--- src/npb_map.vh ---
// constants for the flash pointer/bad-block host sequencer
// assumes a 100 MHz ref_clk and a byte-wide multiplexed flash outside
`ifndef NPB_MAP_VH
`define NPB_MAP_VH
`define NPB_CMD_PTR_A     8'h00
`define NPB_CMD_PTR_B     8'h01
`define NPB_CMD_PTR_C     8'h50
`define NPB_CMD_PROG      8'h80
`define NPB_CMD_CONFIRM   8'h10
`define NPB_CMD_STATUS    8'h70
`define NPB_CMD_RESET     8'hFF
`define NPB_ERASED        8'hFF
`define NPB_MARK_COL      8'h05
`define NPB_BLK_ZERO      16'h0000
`define NPB_CLK_NS        10
`define NPB_FETCH_US      15
`define NPB_RESET_US      5
`define NPB_CEH_NS        100
`define NPB_CRY_NS        50
`define NPB_STROBE_CYC    3
`define NPB_WB_CYC        2
`define NPB_ADDR_CYCLES   4
`define NPB_STAT_FAIL_BIT 0
`endif

--- src/npb_host.v ---
// host-side sequencer: pointer commands, page read/program, reset, marker check
// assumes flash pins are synchronous to ref_clk; ready_busy pulled up outside
// How it works
// - hold select high over 100 ns to end
// - scan marker, report bad, never erase it
// - program failure reported for block retirement
// - read data passed out for external correction
// - pointer B issued right before program command
`timescale 1ns/1ps
`include "npb_map.vh"
module npb_host #(
	parameter FETCH_CYC = (`NPB_FETCH_US*1000)/`NPB_CLK_NS,
	parameter ADDR_W    = 32
) (
	input  wire              ref_clk,
	input  wire              rstn,
	input  wire              op_start,
	input  wire [2:0]        op_code,
	input  wire [1:0]        op_area,
	input  wire [ADDR_W-1:0] op_addr,
	input  wire [9:0]        op_len,
	input  wire [7:0]        wr_byte,
	output reg               wr_take,
	output reg  [7:0]        rd_byte,
	output reg               rd_valid,
	output reg               op_busy,
	output reg               op_done,
	output reg               op_fail,
	output reg               blk_bad,
	output reg               chip_en_n,
	output reg               cmd_latch,
	output reg               addr_latch,
	output reg               write_strobe_n,
	output reg               output_strobe_n,
	output reg  [7:0]        io_out,
	output reg               io_oe_n,
	input  wire [7:0]        io_in,
	input  wire              ready_busy
);
	localparam RESET_CYC = (`NPB_RESET_US*1000)/`NPB_CLK_NS;
	localparam CEH_CYC   = (`NPB_CEH_NS+`NPB_CLK_NS-1)/`NPB_CLK_NS + 1;
	localparam CRY_CYC   = (`NPB_CRY_NS+`NPB_CLK_NS-1)/`NPB_CLK_NS;
	// op codes
	localparam OP_READ = 3'd0, OP_PROG = 3'd1, OP_RESET = 3'd2, OP_SCAN = 3'd3;
	// states
	localparam S_IDLE = 4'd0, S_PTR = 4'd1, S_CMD = 4'd2, S_ADDR = 4'd3, S_BUSY = 4'd4;
	localparam S_RDAT = 4'd5, S_WDAT = 4'd6, S_CONF = 4'd7, S_STAT = 4'd8, S_CEH = 4'd9;
	localparam S_ABORT = 4'd10, S_DONE = 4'd11;
	reg [3:0]        st_reg;
	reg [2:0]        op_reg;
	reg [1:0]        ptr_reg;
	reg [ADDR_W-1:0] addr_reg;
	reg [9:0]        len_reg;
	reg [15:0]       tmr_reg;
	reg [2:0]        ph_reg;
	reg [1:0]        ac_reg;
	reg              cmd_done_reg;
	// pointer command for an area code
	function [7:0] ptr_cmd;
		input [1:0] a;
		begin
			ptr_cmd = (a == 2'd1) ? `NPB_CMD_PTR_B :
				(a == 2'd2) ? `NPB_CMD_PTR_C : `NPB_CMD_PTR_A;
		end
	endfunction
	// one write strobe cycle of phases: setup, low, high
	wire strobe_end = (ph_reg == `NPB_STROBE_CYC-1);
	always @(posedge ref_clk or negedge rstn)
	begin
		if (!rstn)
		begin
			st_reg <= S_IDLE; op_reg <= 3'd0; ptr_reg <= 2'd0; addr_reg <= {ADDR_W{1'b0}};
			len_reg <= 10'd0; tmr_reg <= 16'd0; ph_reg <= 3'd0; ac_reg <= 2'd0;
			cmd_done_reg <= 1'b0; wr_take <= 1'b0; rd_byte <= 8'h00; rd_valid <= 1'b0;
			op_busy <= 1'b0; op_done <= 1'b0; op_fail <= 1'b0; blk_bad <= 1'b0;
			chip_en_n <= 1'b1; cmd_latch <= 1'b0; addr_latch <= 1'b0;
			write_strobe_n <= 1'b1; output_strobe_n <= 1'b1; io_out <= 8'h00;
			io_oe_n <= 1'b1;
		end
		else
		begin
			wr_take <= 1'b0;
			rd_valid <= 1'b0;
			op_done <= 1'b0;
			case (st_reg)
			S_IDLE:
			begin
				chip_en_n <= 1'b1;
				io_oe_n <= 1'b1;
				// only start when the flash is ready
				if (op_start && ready_busy)
				begin
					op_reg <= op_code; addr_reg <= op_addr; len_reg <= op_len;
					op_fail <= 1'b0; blk_bad <= 1'b0; op_busy <= 1'b1; ph_reg <= 3'd0;
					// scan reads area C at offset of marker column 517
					ptr_reg <= (op_code == OP_SCAN) ? 2'd2 : op_area;
					st_reg <= (op_code == OP_RESET) ? S_CMD : S_PTR;
				end
			end
			S_PTR, S_CMD, S_CONF:
			begin
				// command cycle; pointer B goes straight before program
				chip_en_n <= 1'b0; cmd_latch <= 1'b1; addr_latch <= 1'b0; io_oe_n <= 1'b0;
				io_out <= (st_reg == S_PTR) ? ptr_cmd(ptr_reg) :
					(st_reg == S_CONF) ? `NPB_CMD_CONFIRM :
					cmd_done_reg ? `NPB_CMD_STATUS :
					(op_reg == OP_RESET) ? `NPB_CMD_RESET :
					(op_reg == OP_PROG) ? `NPB_CMD_PROG : `NPB_CMD_PTR_A;
				write_strobe_n <= !(ph_reg == 3'd1);
				ph_reg <= strobe_end ? 3'd0 : ph_reg + 3'd1;
				// latch drops in the next state, so it holds past the strobe edge
				if (strobe_end)
				begin
					ac_reg <= 2'd0;
					tmr_reg <= 16'd0;
					if (st_reg == S_CONF) st_reg <= S_BUSY;
					else if (st_reg == S_CMD && cmd_done_reg) st_reg <= S_STAT;
					else if (st_reg == S_CMD && op_reg == OP_PROG) st_reg <= S_ADDR;
					else if (st_reg == S_CMD) st_reg <= S_BUSY;
					else if (op_reg == OP_PROG) st_reg <= S_CMD;
					else st_reg <= S_ADDR;
				end
			end
			S_ADDR:
			begin
				cmd_latch <= 1'b0; addr_latch <= 1'b1; io_oe_n <= 1'b0;
				io_out <= (op_reg == OP_SCAN && ac_reg == 2'd0) ? `NPB_MARK_COL :
					addr_reg[ac_reg*8 +: 8];
				write_strobe_n <= !(ph_reg == 3'd1);
				ph_reg <= strobe_end ? 3'd0 : ph_reg + 3'd1;
				if (strobe_end)
				begin
					ac_reg <= ac_reg + 2'd1;
					if (ac_reg == `NPB_ADDR_CYCLES-1)
					begin
						tmr_reg <= 16'd0;
						st_reg <= (op_reg == OP_PROG) ? S_WDAT : S_BUSY;
					end
				end
			end
			S_BUSY:
			begin
				// wait for ready, bounded by fetch or reset time
				io_oe_n <= 1'b1; cmd_latch <= 1'b0; addr_latch <= 1'b0;
				tmr_reg <= tmr_reg + 16'd1;
				// ready ignored until the device has had time to show busy
				if (tmr_reg >= `NPB_WB_CYC && ready_busy)
				begin
					tmr_reg <= 16'd0;
					// a program is followed by a status command
					cmd_done_reg <= (op_reg == OP_PROG);
					if (op_reg == OP_PROG) st_reg <= S_CMD;
					else if (op_reg == OP_RESET) st_reg <= S_CEH;
					else st_reg <= S_RDAT;
				end
				else if (tmr_reg == ((op_reg == OP_RESET) ? RESET_CYC : FETCH_CYC))
				begin
					op_fail <= 1'b1; chip_en_n <= 1'b1; tmr_reg <= 16'd0;
					st_reg <= S_ABORT;
				end
			end
			S_RDAT, S_STAT:
			begin
				// read strobe; data handed out raw for external correction
				// status command was sent through the command states first
				io_oe_n <= 1'b1; addr_latch <= 1'b0;
				cmd_latch <= 1'b0; write_strobe_n <= 1'b1;
				output_strobe_n <= !(ph_reg == 3'd1);
				ph_reg <= strobe_end ? 3'd0 : ph_reg + 3'd1;
				if (strobe_end)
				begin
					rd_byte <= io_in; rd_valid <= (st_reg == S_RDAT);
					if (st_reg == S_STAT)
					begin
						op_fail <= io_in[`NPB_STAT_FAIL_BIT];
						cmd_done_reg <= 1'b0; st_reg <= S_CEH;
					end
					else if (op_reg == OP_SCAN)
					begin
						// erased marker is all ones; block zero is always good
						blk_bad <= (io_in != `NPB_ERASED) &&
							(addr_reg[23:8] != `NPB_BLK_ZERO);
						st_reg <= S_CEH;
					end
					else if (len_reg <= 10'd1) st_reg <= S_CEH;
					else len_reg <= len_reg - 10'd1;
				end
			end
			S_WDAT:
			begin
				// address latch falls a cycle after the last address strobe
				addr_latch <= 1'b0;
				io_oe_n <= 1'b0; io_out <= wr_byte;
				write_strobe_n <= !(ph_reg == 3'd1);
				ph_reg <= strobe_end ? 3'd0 : ph_reg + 3'd1;
				if (strobe_end)
				begin
					wr_take <= 1'b1;
					if (len_reg <= 10'd1) st_reg <= S_CONF;
					else len_reg <= len_reg - 10'd1;
				end
			end
			S_CEH, S_ABORT:
			begin
				// select high long enough to break sequential read
				chip_en_n <= 1'b1; output_strobe_n <= 1'b1; io_oe_n <= 1'b1;
				tmr_reg <= tmr_reg + 16'd1;
				if (tmr_reg >= ((st_reg == S_ABORT) ? CRY_CYC + CEH_CYC : CEH_CYC))
					st_reg <= S_DONE;
			end
			S_DONE:
			begin
				// area B is one-shot; A and C persist in the flash
				op_busy <= 1'b0; op_done <= 1'b1; st_reg <= S_IDLE;
			end
			default: st_reg <= S_IDLE;
			endcase
		end
	end
endmodule

--- config.mk ---
export PLATFORM = sky130hd
export DESIGN_NAME = npb_host
export DESIGN_NICKNAME = d
export VERILOG_FILES = /design/src/npb_host.v
export VERILOG_INCLUDE_DIRS = /design/src /design/src/src
export SDC_FILE = /design/constraint.sdc
export NUM_CORES = 1
export LEC_CHECK = 0
export BUFFER_PORTS_ARGS = -buffer_cell sky130_fd_sc_hd__buf_2
export CELL_PAD_IN_SITES_DETAIL_PLACEMENT = 2
export CELL_PAD_IN_SITES_GLOBAL_PLACEMENT = 2
export CORE_MARGIN = 2
export CORE_UTILIZATION = 32
export DETAILED_ROUTE_END_ITERATION = 12
export GPL_ROUTABILITY_DRIVEN = 1
export GPL_TIMING_DRIVEN = 0
export PLACE_DENSITY = 0.85
export SLEW_MARGIN = 20
export SYNTH_ARGS = -nofsm -noshare
export SYNTH_HDL_FRONTEND = slang
export SYNTH_SLANG_ARGS = --single-unit
--- constraint.sdc ---
create_clock -name ref_clk -period 2.3 [get_ports ref_clk]
set_input_delay 0.69 -clock ref_clk [delete_from_list [all_inputs] [get_ports ref_clk]]
set_output_delay 0.69 -clock ref_clk [all_outputs]
set_load 0.05 [all_outputs]
==> results.md <==
* Max Used Layer: met4
* Cell Rows at 48
* Number of nets with antenna violations after routing at 0
* Post-Route Hold Slack at approximately 0.26 ns
* Maximum operating frequency at approximately 430 MHz
* Length of routed wiring on met1 at around 8.3 mm
* Area of the core at 0.01730 mm²
* Status: complete, but fails checks
* Crit-path cells: buf_6 -> buf_4 -> nor4b_1 -> o22ai_1 -> a21oi_2 -> o221ai_4 -> or2_4 -> o32a_1
* Number of design-rule violations left by the first detailed-router iteration at 182
* Avg Synthesized Cell Area at 9.898 µm²
* Initial Util at between 30% and 40%
* Sink count of the clock tree at 101
* Max-cap check violation count at 0
* 1st-pass router iterations at 6
* Tmin final at about 2.3 ns
* Post-CTS Hold Buffers at 0
* Top FF cell, synth: dfrtp_1
* Number of library cell types mapped by synthesis at 67
* Placed cell count at between 800 and 900
* Largest stage delay, worst path at approximately 0.47 ns
* Cell area after synthesis at ~0.0057 mm²
* Via count of the first global-routing pass at 5,835
* Worst setup skew after layout at about 0.017 ns
* Leakage component of the power at just over 3 nW
* Maximum number of pins on one net before global-route repair at between 50 and 60
* Number of storage elements in the synthesis netlist at approximately 100
* DR vias/cell at around 5.6
* Port Buffer Count at between 90 and 100
* Sequential area share after synthesis at 44.81%
* Overall die width at about 140 µm
* Final Max Tran Viols at 0
* First-pass GRT wire length at ~32 mm
* Arrival time of data at the critical path endpoint at 2.60 ns
* Total count of hold-check failures in the final report at 0
* Syn nets at between 600 and 700
* Path depth of the worst reg2reg path at 8
* Die outline height at roughly 140 µm
* Maximum VDD drop at 567.0 µV
* Remaining global-route overflow at 0
* Total via count in the routed design at around 5.2k
* TritonCTS clock tree: yes
* Slew HR at around three fifths
* Max Buffers Root-to-Sink at 2
* Min-Delay Path Class: in2async
* Transition at the pin with the smallest max-transition slack at ~0.61 ns
* DRC violation count after routing at 0
* Number of synthesized flops with an enable pin at 0
* Yosys top cell area share at a little over two fifths
* Violated checks: setup timing
* Final-report setup violation count at 2
* Critical path class: reg2reg
* Top cell types by occurrence after synthesis: dfrtp_1 (97), nor2_1 (73), mux2_2 (47), o21ai_0 (47), a21oi_1 (39)
* Unrepaired setup endpoints after global routing: yes
* Count of non-filler cells in the finished layout at 923
* Fraction of registers with async set/reset at 100.0%
* Critical-path top delay cell: dfrtp_2
* Most frequent cell after synthesis: dfrtp_1
* Fraction of layout instances using a drive strength above 1 at about two fifths
* Detailed Route WL at about 20 mm
* Reg-to-reg startpoint: st_reg[2]$_DFFE_PN0P_
* Crit share post-route at 102.1%
* Synth-to-layout area growth at 26.65%
* Yosys synthesis warning count at 0
* Routed met2 length at about 11 mm
* Hpwl dp at ~14 mm
* Largest register FFs at 32
* Wire length on met3 at ~800 µm
* Number of levels in the clock H-tree at 3
* Data required, critical path at 2.55 ns
* CTS root buf: clkbuf_16
* Worst slack, placed at -0.3615 ns
* Synthesized instance count at between 500 and 600
* Setup TNS after final layout at -0.08308 ns
* Largest cells by area after synthesis: dfrtp_1 (43%), mux2_2 (9.4%), nor2_1 (4.8%)
* Element type at the critical path end: register
* Initial antenna violation count at 1
* Total Die Area at 0.01874 mm²
* R2r endpoint: st_reg[3]$_DFFE_PN0P_
* Clock slew seen by the registers of the worst setup and hold paths at 0.08 ns
* Power per Cell Area at 1509 mW/mm²
* RD Place Congestion at roughly 0.83
* Slack of the critical path at -0.04774 ns
* Global routing usage summed across all routing layers at approximately 23%
* Clock latency at the later pin of the worst-skew pair at between 0.3 and 0.4 ns
* Synth area leader: dfrtp_1
* CP Launch Type: register
* Clock buffer count from CTS at 9
* Register-to-register setup slack at -0.05 ns
* Largest fanout on the critical path at 6
* # IOs at 95
* Net total in the final layout at between 700 and 800
* Detail-routed net length per standard cell at ~22 µm
[layer usage]
layer / GRT usage (%) / up-vias
met4: 7.560 / 0
met2: 41.42 / 126
met3: 4.407 / 30
li1: - / 2326
met1: 26.56 / 2669
met5: 0 / -
[final cells by class]
class                      instances  area, µm²
antenna                            1      2.502
buffer                            26      155.1
clock buffer                       9      225.2
clock inverter                     7      92.59
fill                            1903      10140
inverter                          19      71.32
multi-input combinational        420       3132
sequential                       101       2544
tap                              225      281.5
timing repair buffer             115      654.4
[worst max-delay path, delay by kind of cell, from the launching register on]
| kind | cells | cell delay [ns] |
|---|---|---|
| compound gates | 4 | 0.84 |
| buf+inv | 2 | 0.30 |
| flops | 1 | 0.47 |
| simple gates | 2 | 0.63 |
[report_power, final]
part           internal, mW  switching, mW
clock                 0.782          0.838
sequential             2.53          0.667
combinational          2.32           3.67
[cell families (layout without fill, tap and decap cells)]
kind of cell    Yosys count  after routing  synth area share (%)
buf+inv                  50            176                 3.786
mux                      58             58                 13.08
flops                   101            101                 44.81
fa+ha+maj                13             13                 2.856
other cells               0              1                     0
xor+xnor                  9              9                 1.395
simple gates            207            207                 19.15
compound gates          133            133                 14.92
[worst max path at each step]
stage,from,endpoint,slack [ns],depth (start not counted)
floorplan,st_reg[0]$_DFFE_PN0P_,st_reg[1]$_DFFE_PN0P_,0.007,10
global placement,rstn,addr_reg[1]$_DFFE_PN0P_,-0.61,1
detailed placement,st_reg[0]$_DFFE_PN0P_,len_reg[2]$_DFFE_PN0P_,-0.36,9
CTS,ph_reg[0]$_DFFE_PN0P_,cmd_done_reg$_DFFE_PN0P_,0.001,4
global route,st_reg[2]$_DFFE_PN0P_,st_reg[3]$_DFFE_PN0P_,-0.07,8
finish,st_reg[2]$_DFFE_PN0P_,st_reg[3]$_DFFE_PN0P_,-0.05,8
[timing repair]
| item | 4_1_cts | 5_1_grt |
|---|---|---|
| setup buffers | 12 | 8 |
| resized for setup | 42 | 36 |
| pin swaps | 9 | 7 |
| endpoints found under the setup margin | 84 | 40 |
| gates cloned | 0 | 0 |
[layout by cell type, fill, tap and decap left out, drive strengths merged, types with 3 or more instances in the layout]
cell,count
and2,3
buf,129
ha,12
or2,6
mux2i,3
nor4,13
nor3,18
nand2b,7
nor2,73
nor3b,9
clkinv,5
mux4,8
o21bai,4
a21oi,40
nand4,7
clkbuf,21
nand2,34
nand3b,4
nand3,12
xnor2,9
nor2b,3
inv,20
a31oi,5
mux2,47
o32a,3
dfrtp,97
a221oi,3
or3,4
nor4b,3
or4,3
o31ai,3
dfstp,4
a211oi,3
or3b,3
a22oi,4
o21ai,47
[stage by stage]
stage | cell area, µm² | util (%) | power [mW]
final | 7158 | 41.38 | 10.80
after detailed placement | 6461 | 37.36 | 8.446
after global routing | 7156 | 41.37 | 11.50
after global placement | 6422 | 37.13 | 8.061
after CTS | 7010 | 40.53 | 10.56
after floorplan | 5670 | - | 6.793
No activity file was read; power rests on OpenSTA's default activity.
